**src/logic/mldc_params.svh**
```systemverilog
// Purpose: Offsets, fields, reset values and timing of the loopback/duplex block
// Assumes: APB byte addresses, one 32-bit word per register
// Notes:   Definitions only
`ifndef MLDC_PARAMS_SVH
`define MLDC_PARAMS_SVH
// ----------------------------------------------------------------
// Register offsets
// ----------------------------------------------------------------
`define MLDC_OFS_MODE    8'h00
`define MLDC_OFS_CFG     8'h04
`define MLDC_OFS_MIICTL  8'h08
`define MLDC_OFS_FIFO    8'h0C
`define MLDC_OFS_LED0    8'h10
`define MLDC_OFS_STAT    8'h20
// ----------------------------------------------------------------
// Field positions
// ----------------------------------------------------------------
`define MLDC_MODE_LOOP   2
`define MLDC_MODE_FCSDIS 3
`define MLDC_MODE_FORCE_COLLISION  4
`define MLDC_MODE_INTERNAL_LOOP_SELECT   6
`define MLDC_MODE_PS_LO  7
`define MLDC_CFG_FULL_DUPLEX_ENABLE    0
`define MLDC_CFG_AUTO_PORT_SELECT    1
`define MLDC_CFG_RPA     3
`define MLDC_MII_ILOOP   1
`define MLDC_MII_ANDIS   7
`define MLDC_FIFO_TXW_LO 8
`define MLDC_FIFO_RXW_LO 12
`define MLDC_LED_FD_LINK_LED_ENABLE   8
`define MLDC_RX_FCS_BIT  27
// ----------------------------------------------------------------
// Codes and reset values
// ----------------------------------------------------------------
`define MLDC_PS_GP_SERIAL_PORT     2'b10
`define MLDC_RST_MODE    32'h0000_0000
`define MLDC_RST_CFG     32'h0000_0002
`define MLDC_RST_MIICTL  32'h0000_0000
`define MLDC_RST_FIFO    32'h0000_0000
// ----------------------------------------------------------------
// Timing
// ----------------------------------------------------------------
`define MLDC_CLK_NS      25
`define MLDC_BLIND_NS    4000
`define MLDC_BLIND_CYC   (`MLDC_BLIND_NS / `MLDC_CLK_NS)
`endif

```
**src/logic/mldc_pkg.sv**
```systemverilog
// Purpose: Types shared by the loopback/duplex block
// Assumes: Constants come from mldc_params.svh
// Notes:   Types only
package mldc_pkg;
   typedef logic [3:0] mldc_nib_t;
   typedef logic [7:0] mldc_lvl_t;
   typedef enum logic {BL_IDLE, BL_BLIND} mldc_blind_t;
endpackage : mldc_pkg

```
**src/logic/mldc_ctrl.sv**
```systemverilog
// Purpose: Loopback, FCS and full-duplex control between MAC core and pins
// Assumes: Pins are asynchronous and pass two flip-flops; core is on pclk
// Notes:   APB slave answers in the first access cycle
`include "mldc_params.svh"
// What this block does
// - Loopback happens only while the mode loop bit is one.
// - Serial internal loop: transmit feeds receive, serial pins idle, inputs ignored.
// - Serial external loop: transmit onto pins, receive from pins, collisions live.
// - MII internal loop bit loops the data port; management pins untouched.
// - Loop maps transmit nibble, clock and enable onto receive ones.
// - Loop carrier is transmit enable alone, masked by blinding; error line not looped.
// - Transmit pins keep toggling with real data during MII internal loop.
// - Padding and stripping act the same in loopback as normally.
// - Any loopback accepts runts internally; runt accept bit unchanged.
// - Receive status bit 27 flags an FCS error, loopback included.
// - Mode bit 3 set suppresses transmit FCS generation.
// - Loop bit with mode internal loop select and force bit forces a collision on every half-duplex attempt.
// - Reset gives MII; serial port select stops all MII activity.
// - Full duplex by enable bit, or MII autonegotiation when allowed.
// - Full duplex: transmit watermark alone requests transmit DMA.
// - Full duplex: receive DMA on watermark or any complete frame.
// - Full duplex: no defer on receive; gap starts at transmit end.
// - Full duplex: no blinding, SQE, collision or loss of carrier.
// - LED output is one in full duplex when its enable is set.
// - Outside loopback, short frames are discarded unless runts accepted.
module mldc_ctrl (
   input  wire logic              pclk,
   input  wire logic              presetn,
   input  wire logic [7:0]        paddr,
   input  wire logic              psel,
   input  wire logic              penable,
   input  wire logic              pwrite,
   input  wire logic [31:0]       pwdata,
   output logic [31:0]            prdata,
   output logic                   pready,
   output logic                   pslverr,
   input  wire logic              mii_tx_clk,
   input  wire logic              mii_rx_clk,
   input  wire mldc_pkg::mldc_nib_t mii_rxd,
   input  wire logic              mii_rx_dv,
   input  wire logic              mii_crs,
   input  wire logic              mii_col,
   output mldc_pkg::mldc_nib_t    mii_txd,
   output logic                   mii_tx_en,
   output logic                   mii_tx_er,
   input  wire logic              gps_rxd,
   output logic                   gps_txd,
   output logic                   gps_tx_en,
   input  wire mldc_pkg::mldc_nib_t core_txd,
   input  wire logic              core_tx_en,
   input  wire logic              core_tx_hold64,
   input  wire mldc_pkg::mldc_lvl_t core_tx_lvl,
   input  wire mldc_pkg::mldc_lvl_t core_rx_lvl,
   input  wire logic              core_rx_got64,
   input  wire logic              core_rx_done,
   input  wire logic              core_rx_short,
   input  wire logic              core_rx_fcs_bad,
   input  wire logic              an_full_duplex,
   output mldc_pkg::mldc_nib_t    lp_rxd,
   output logic                   lp_rx_dv,
   output logic                   lp_rx_strobe,
   output logic                   lp_crs,
   output logic                   lp_col,
   output logic                   fcs_gen_en,
   output logic                   runt_accept_eff,
   output logic                   full_duplex,
   output logic                   defer_rx,
   output logic                   ipg_start,
   output logic                   sqe_test_en,
   output logic                   loss_of_carrier_flag_report,
   output logic [3:0]             led_out,
   output logic                   tx_dma_req,
   output logic                   rx_dma_req,
   output logic [31:0]            rx_status_word,
   output logic                   rx_discard
);
   import mldc_pkg::*;

   // ----------------------------------------------------------------
   // Registers and decode
   // ----------------------------------------------------------------
   logic [31:0] mode_reg, cfg_reg, miictl_reg, fifo_reg;
   logic [3:0]  led_en_reg;
   logic        setup, wr_en;

   // Valid register address
   function automatic logic addr_hit(input logic [7:0] a);
      addr_hit = (a == `MLDC_OFS_MODE) || (a == `MLDC_OFS_CFG) ||
                 (a == `MLDC_OFS_MIICTL) || (a == `MLDC_OFS_FIFO) ||
                 (a == `MLDC_OFS_STAT) ||
                 (a[7:4] == 4'h1 && a[1:0] == 2'b00);
   endfunction : addr_hit

   // FIFO threshold from a two-bit watermark field
   function automatic mldc_lvl_t wm_level(input logic [1:0] w);
      wm_level = {2'b00, w, 4'b0000} + 8'h10;
   endfunction : wm_level

   assign setup = psel & ~penable;
   assign wr_en = psel & penable & pready & pwrite & addr_hit(paddr);

   // Config registers, written on the access edge
   always_ff @(posedge pclk or negedge presetn) begin
      if (!presetn) begin
         mode_reg   <= `MLDC_RST_MODE;
         cfg_reg    <= `MLDC_RST_CFG;
         miictl_reg <= `MLDC_RST_MIICTL;
         fifo_reg   <= `MLDC_RST_FIFO;
      end else if (wr_en) begin
         case (paddr)
            `MLDC_OFS_MODE:   mode_reg   <= pwdata;
            `MLDC_OFS_CFG:    cfg_reg    <= pwdata;
            `MLDC_OFS_MIICTL: miictl_reg <= pwdata;
            `MLDC_OFS_FIFO:   fifo_reg   <= pwdata;
            default: ;
         endcase
      end
   end

   // One enable per LED status register
   genvar gi;
   generate
      for (gi = 0; gi < 4; gi++) begin : g_led
         always_ff @(posedge pclk or negedge presetn) begin
            if (!presetn) begin
               led_en_reg[gi] <= 1'b0;
            end else if (wr_en && paddr == (`MLDC_OFS_LED0 + 8'(4 * gi))) begin
               led_en_reg[gi] <= pwdata[`MLDC_LED_FD_LINK_LED_ENABLE];
            end
         end
      end
   endgenerate

   // ----------------------------------------------------------------
   // Effective modes
   // ----------------------------------------------------------------
   logic loop_on, gp_serial_port_sel, mii_act, mii_il, gps_il, int_any;
   logic fd, runt_ok, force_col;

   assign loop_on  = mode_reg[`MLDC_MODE_LOOP];
   assign gp_serial_port_sel = mode_reg[`MLDC_MODE_PS_LO +: 2] == `MLDC_PS_GP_SERIAL_PORT;
   assign mii_act  = ~gp_serial_port_sel;
   assign mii_il   = loop_on & mii_act & miictl_reg[`MLDC_MII_ILOOP];
   assign gps_il   = loop_on & gp_serial_port_sel & mode_reg[`MLDC_MODE_INTERNAL_LOOP_SELECT];
   assign int_any  = mii_il | gps_il;
   // Full duplex by enable or resolved autonegotiation
   assign fd = cfg_reg[`MLDC_CFG_FULL_DUPLEX_ENABLE] |
               (mii_act & cfg_reg[`MLDC_CFG_AUTO_PORT_SELECT] &
                ~miictl_reg[`MLDC_MII_ANDIS] & an_full_duplex);
   assign runt_ok = loop_on | cfg_reg[`MLDC_CFG_RPA] | fd;
   assign force_col = loop_on & mode_reg[`MLDC_MODE_INTERNAL_LOOP_SELECT] &
                      mode_reg[`MLDC_MODE_FORCE_COLLISION] & core_tx_en;

   // ----------------------------------------------------------------
   // Pin synchronisers
   // ----------------------------------------------------------------
   localparam int NS = 10;
   logic [NS-1:0] pin_raw, pin_s1, pin_s2;
   logic          txc_d, rxc_d;
   assign pin_raw = {mii_tx_clk, mii_rx_clk, mii_rxd, mii_rx_dv,
                     mii_crs, mii_col, gps_rxd};

   // Two flops per pin
   generate
      for (gi = 0; gi < NS; gi++) begin : g_sync
         always_ff @(posedge pclk or negedge presetn) begin
            if (!presetn) begin
               pin_s1[gi] <= 1'b0;
               pin_s2[gi] <= 1'b0;
            end else begin
               pin_s1[gi] <= pin_raw[gi];
               pin_s2[gi] <= pin_s1[gi];
            end
         end
      end
   endgenerate

   logic      txc_s, rxc_s, dv_s, crs_s, col_s, grx_s;
   mldc_nib_t rxd_s;
   assign {txc_s, rxc_s, rxd_s, dv_s, crs_s, col_s, grx_s} = pin_s2;

   // Clock edge history
   always_ff @(posedge pclk or negedge presetn) begin
      if (!presetn) begin
         txc_d <= 1'b0;
         rxc_d <= 1'b0;
      end else begin
         txc_d <= txc_s;
         rxc_d <= rxc_s;
      end
   end

   // ----------------------------------------------------------------
   // Pin outputs
   // ----------------------------------------------------------------
   // MII drives only while selected, even in its own loop
   always_ff @(posedge pclk or negedge presetn) begin
      if (!presetn) begin
         mii_txd   <= 4'h0;
         mii_tx_en <= 1'b0;
         mii_tx_er <= 1'b0;
         gps_txd   <= 1'b0;
         gps_tx_en <= 1'b0;
      end else begin
         mii_txd   <= mii_act ? core_txd : 4'h0;
         mii_tx_en <= mii_act & core_tx_en;
         mii_tx_er <= 1'b0;
         gps_txd   <= gp_serial_port_sel & ~gps_il & core_txd[0];
         gps_tx_en <= gp_serial_port_sel & ~gps_il & core_tx_en;
      end
   end

   // ----------------------------------------------------------------
   // Receive path to the core
   // ----------------------------------------------------------------
   logic crs_raw, blind;
   mldc_blind_t bl_state;
   logic [7:0]  bl_cnt;
   assign crs_raw = int_any ? core_tx_en : crs_s;

   // Loop or pin data into the core, same framing as normal
   always_ff @(posedge pclk or negedge presetn) begin
      if (!presetn) begin
         lp_rxd       <= 4'h0;
         lp_rx_dv     <= 1'b0;
         lp_rx_strobe <= 1'b0;
         lp_crs       <= 1'b0;
         lp_col       <= 1'b0;
      end else begin
         if (int_any) begin
            lp_rxd       <= core_txd;
            lp_rx_dv     <= core_tx_en;
            lp_rx_strobe <= txc_s & ~txc_d;
         end else if (gp_serial_port_sel) begin
            lp_rxd       <= {3'b000, grx_s};
            lp_rx_dv     <= crs_s;
            lp_rx_strobe <= rxc_s & ~rxc_d;
         end else begin
            lp_rxd       <= rxd_s;
            lp_rx_dv     <= dv_s;
            lp_rx_strobe <= rxc_s & ~rxc_d;
         end
         lp_crs <= crs_raw & ~blind;
         lp_col <= ~fd & (force_col | (~int_any & col_s));
      end
   end

   // ----------------------------------------------------------------
   // Post-transmit blinding and SQE window
   // ----------------------------------------------------------------
   logic tx_en_d, tx_end, act_d, crs_seen;
   assign tx_end = tx_en_d & ~core_tx_en;
   assign blind  = bl_state == BL_BLIND;

   always_ff @(posedge pclk or negedge presetn) begin
      if (!presetn) begin
         bl_state <= BL_IDLE;
         bl_cnt   <= 8'h00;
      end else begin
         case (bl_state)
            BL_IDLE: begin
               bl_cnt <= 8'h00;
               if (tx_end && !fd) begin
                  bl_state <= BL_BLIND;
               end
            end
            BL_BLIND: begin
               bl_cnt <= bl_cnt + 8'h01;
               if (fd || bl_cnt == 8'(`MLDC_BLIND_CYC - 1)) begin
                  bl_state <= BL_IDLE;
               end
            end
            default: bl_state <= BL_IDLE;
         endcase
      end
   end

   // ----------------------------------------------------------------
   // MAC control outputs
   // ----------------------------------------------------------------
   // Activity history for gap and carrier checks
   always_ff @(posedge pclk or negedge presetn) begin
      if (!presetn) begin
         tx_en_d  <= 1'b0;
         act_d    <= 1'b0;
         crs_seen <= 1'b0;
      end else begin
         tx_en_d  <= core_tx_en;
         act_d    <= core_tx_en | crs_raw;
         crs_seen <= core_tx_en & (crs_seen | crs_raw);
      end
   end

   // Duplex dependent MAC behaviour
   always_ff @(posedge pclk or negedge presetn) begin
      if (!presetn) begin
         fcs_gen_en      <= 1'b1;
         runt_accept_eff <= 1'b0;
         full_duplex     <= 1'b0;
         defer_rx        <= 1'b0;
         ipg_start       <= 1'b0;
         sqe_test_en     <= 1'b0;
         loss_of_carrier_flag_report     <= 1'b0;
         led_out         <= 4'h0;
      end else begin
         fcs_gen_en      <= ~mode_reg[`MLDC_MODE_FCSDIS];
         runt_accept_eff <= runt_ok;
         full_duplex     <= fd;
         defer_rx        <= ~fd & crs_raw;
         ipg_start       <= fd ? tx_end
                               : (act_d & ~(core_tx_en | crs_raw));
         sqe_test_en     <= blind;
         loss_of_carrier_flag_report     <= tx_end & ~fd & ~int_any & ~crs_seen;
         led_out         <= led_en_reg & {4{fd}};
      end
   end

   // ----------------------------------------------------------------
   // DMA requests and receive status
   // ----------------------------------------------------------------
   logic discard_now;
   assign discard_now = core_rx_done & core_rx_short & ~runt_ok;

   always_ff @(posedge pclk or negedge presetn) begin
      if (!presetn) begin
         tx_dma_req     <= 1'b0;
         rx_dma_req     <= 1'b0;
         rx_status_word <= 32'h0000_0000;
         rx_discard     <= 1'b0;
      end else begin
         tx_dma_req <= (core_tx_lvl >= wm_level(fifo_reg[`MLDC_FIFO_TXW_LO +: 2])) &
                       (fd | ~core_tx_hold64);
         rx_dma_req <= ((core_rx_lvl >= wm_level(fifo_reg[`MLDC_FIFO_RXW_LO +: 2])) &
                        (runt_ok | core_rx_got64)) |
                       (core_rx_done & ~discard_now);
         rx_discard <= discard_now;
         if (core_rx_done) begin
            rx_status_word <= 32'(core_rx_fcs_bad) << `MLDC_RX_FCS_BIT;
         end
      end
   end

   // ----------------------------------------------------------------
   // APB answer
   // ----------------------------------------------------------------
   logic [31:0] rd_mux;
   always_comb begin
      rd_mux = 32'h0000_0000;
      case (paddr)
         `MLDC_OFS_MODE:   rd_mux = mode_reg;
         `MLDC_OFS_CFG:    rd_mux = cfg_reg;
         `MLDC_OFS_MIICTL: rd_mux = miictl_reg;
         `MLDC_OFS_FIFO:   rd_mux = fifo_reg;
         `MLDC_OFS_STAT:   rd_mux = {26'h0, blind, mii_act, runt_ok,
                                     gps_il, mii_il, fd};
         default: begin
            if (paddr[7:4] == 4'h1 && paddr[1:0] == 2'b00) begin
               rd_mux[`MLDC_LED_FD_LINK_LED_ENABLE] = led_en_reg[paddr[3:2]];
            end
         end
      endcase
   end

   // Ready in the first access cycle
   always_ff @(posedge pclk or negedge presetn) begin
      if (!presetn) begin
         pready  <= 1'b0;
         pslverr <= 1'b0;
         prdata  <= 32'h0000_0000;
      end else begin
         pready  <= setup;
         pslverr <= setup & ~addr_hit(paddr);
         prdata  <= (setup & ~pwrite) ? rd_mux : 32'h0000_0000;
      end
   end
endmodule : mldc_ctrl

```
**config.mk**
```make
export PLATFORM = sky130hd
export DESIGN_NAME = mldc_ctrl
export DESIGN_NICKNAME = d
export VERILOG_FILES = /design/src/logic/mldc_pkg.sv /design/src/logic/mldc_ctrl.sv
export VERILOG_INCLUDE_DIRS = /design/src /design/src/logic
export SDC_FILE = /design/constraint.sdc
export NUM_CORES = 1
export LEC_CHECK = 0
export ABC_AREA = 1
export BUFFER_PORTS_ARGS = -buffer_cell sky130_fd_sc_hd__buf_2
export CORE_AREA = 4 4 133 135
export CTS_BUF_LIST = sky130_fd_sc_hd__clkbuf_8
export DETAILED_ROUTE_END_ITERATION = 10
export DIE_AREA = 0 0 137 139
export PLACE_DENSITY = 0.95
export SLEW_MARGIN = 20
export SYNTH_ARGS = -nofsm -noshare
export SYNTH_HDL_FRONTEND = slang
export SYNTH_SLANG_ARGS = --single-unit
```
**constraint.sdc**
```tcl
create_clock -name pclk -period 2.6 [get_ports pclk]
set_input_delay 0 -clock pclk [delete_from_list [all_inputs] [get_ports pclk]]
set_output_delay 0 -clock pclk [all_outputs]
set_load 0.01 [all_outputs]
```
==> qor.txt <==
global-route wire length before repair -> 47170 um
initial antenna violation count -> 1
Detailed Place HPWL -> 15830 um
Peak supply drop -> 0.0005181 V
CTS Sinks -> 230
via count -> 9417
Leakage -> 0.006539 uW
critical path class -> register to register
sequential element share of the synthesized area -> 0.5703
Startpoint Class -> register
Tot Pwr -> 7416 uW
worst-skew pair later-pin latency -> 530 ps
Top-Level Pins -> 178
layout cells sized above 1 -> 0.1912
Die X -> 137 um
Final Skew -> 20.32 ps
FF-to-FF Start -> mode_reg[7]
CTS buffer count -> 37
GRT overflow -> 0
area added between synthesis and finish -> 21.53%
Worst EP required -> 3000 ps
final core occ -> 0.7451
PortBufs -> 145
Routed Wire Length -> 29330 um
# fillers -> 991
Hold Path End -> prdata[3]
Seq cells post-synth -> 230
Hold Path Class -> input pin to register
Mapped Area -> 10100 sq um
setup ws final -> 138.7 ps
Sum Neg Setup Slack -> 0 ps
commonest non-fill, non-tap cell in the layout -> nand2_1
FF/Latch Area -> 5758 sq um
PD cells -> 604.4 nW/um^2
WL/cell -> 19.06 um
hold depth -> 6
Clock transition at path regs -> 70 ps
Via density -> 6.119
Final setup viols -> 0
area leader, netlist -> dfrtp_1
RSZ-0062 raised after global routing -> false
Die Span Y -> 139 um
remaining antenna violation count -> 0
R2R Path End -> rx_dma_req
Synth top area share -> 0.5651
maxcap violations -> 0
DP Worst Slack -> 408.8 ps
maximum number of pins on one net before global-route repair -> 77
Clock Path Buffers -> 3
Worst-Margin Slew -> 1091 ps
Initial Util -> 0.6131
Final period util -> 0.9467
Nets -> 1384
DRC -> 0
Syn Inst Count -> 1091
FF-to-FF setup slack -> 140 ps
Tmin final -> 2461 ps
DRT Pass-1 Iters -> 7
H-tree Lvls -> 2
area of the core -> 16470 sq um
Netlist cell types -> 43
status -> completed
Die Area -> 19040 sq um
row cnt -> 47
vias in the first global route -> 9424
Hold Path Origin -> paddr[0]
Worst R2R Path Depth -> 10
largest cells by area after synthesis -> dfrtp_1, nand2_1, nand4_1, a22o_1, nor2_1
CTS root buffer -> clkbuf_8
WP data arrival -> 2860 ps
fmax -> 406.3 MHz
syn_area_per_cell -> 9.254 sq um
CTS tree -> built
slew margin rel. -> 0.2728
most frequent cells in the layout -> nand2_1, dfrtp_1, buf_2
Slew Limit Fails -> 0
gr usage total -> 0.3064
Fin. Hold Viols -> 0
crit end category -> register
area of the multi-input gates -> 3652 sq um
Ys Warns -> 0
routability congestion estimate -> 0.8296
initial drt markers -> 1598
hold_ws -> 21.62 ps
Crit Path Max Fanout -> 10
[worst max path at each step]
| stage | from | endpoint | depth (start not counted) |
|---|---|---|---|
| global route | mode_reg[7] | rx_dma_req | 10 |
| detailed placement | paddr[1] | mode_reg[19] | 11 |
| global placement | paddr[1] | cfg_reg[19] | 11 |
| CTS | mode_reg[7] | rx_dma_req | 10 |
| floorplan | mode_reg[7] | rx_dma_req | 9 |
| finish | mode_reg[7] | rx_dma_req | 10 |
[layer usage]
layer | vias up | global-route usage | share of wire
met5 | - | 0 | 0
met3 | 186 | 0.06713 | 0.10
met2 | 761 | 0.4836 | 0.48
li1 | 4009 | - | -
met4 | 0 | 0.1570 | 0.055
met1 | 4461 | 0.3989 | 0.37
[synthesized netlist by cell type (all sizes together)]
library cell	number
nand2	327
a21oi	12
and2	1
dfstp	2
nor3	7
nor4	2
dfrtp	228
o31ai	1
a21boi	2
o22ai	2
mux2	1
clkbuf	15
inv	52
ha	9
o21ai	20
buf	86
nand3	25
a22oi	1
or2	2
clkinv	1
nor2	107
nor3b	1
conb	1
a22o	48
o211ai	1
a31oi	2
nand3b	1
xnor2	1
nand4	133
[what timing repair did]
action                     CTS  global route
gates resized for setup      0             2
hold buffers                69             0
setup endpoints to repair    0             1
hold endpoints to repair   371             0
buffers inserted             0             0
[cells by family (layout without fill, tap and decap cells)]
| family | Yosys count | after routing | share of synthesized area |
|---|---|---|---|
| compound gates | 89 | 89 | 0.06457 |
| xor+xnor | 1 | 1 | 0.0008677 |
| fa+ha+maj | 9 | 9 | 0.01115 |
| buf+inv | 154 | 350 | 0.08018 |
| flops | 230 | 230 | 0.5703 |
| mux | 1 | 1 | 0.001115 |
| other cells | 1 | 33 | 0.0003714 |
| simple gates | 606 | 606 | 0.2714 |
[stage by stage]
stage	instances	cell area, sq um
floorplan	1122	10210
global placement	1405	10840
detailed placement	1405	10840
CTS	1538	12260
global route	1539	12270
finish	1539	12270
[report_power, final]
group | switching (uW) | internal [uW] | leakage, uW
sequential | 80.5 | 3680 | 0.00307
clock | 1430 | 1660 | 0.000420
combinational | 348 | 217 | 0.00305
[critical path, stage by stage (launching register included)]
cell,delay [ps]
dfrtp_1,390
inv_1,100
nand2_2,90
inv_2,200
o21ai_2,170
inv_4,190
nand2_2,160
or2_2,310
nand2_1,80
nand2_1,70
dlygate4sd3_1,560
[layout make-up]
cell class / instances / share of cell area
Sequential cell: 230 / 0.4693
Clock inverter: 16 / 0.006017
Timing Repair Buffer: 233 / 0.1340
Inverter: 53 / 0.01652
Antenna cell: 1 / 0.0002040
Tap cell: 220 / 0.02244
Multi-Input combinational cell: 738 / 0.2977
Clock buffer: 48 / 0.05384
Power figures use the tool's default switching activity.
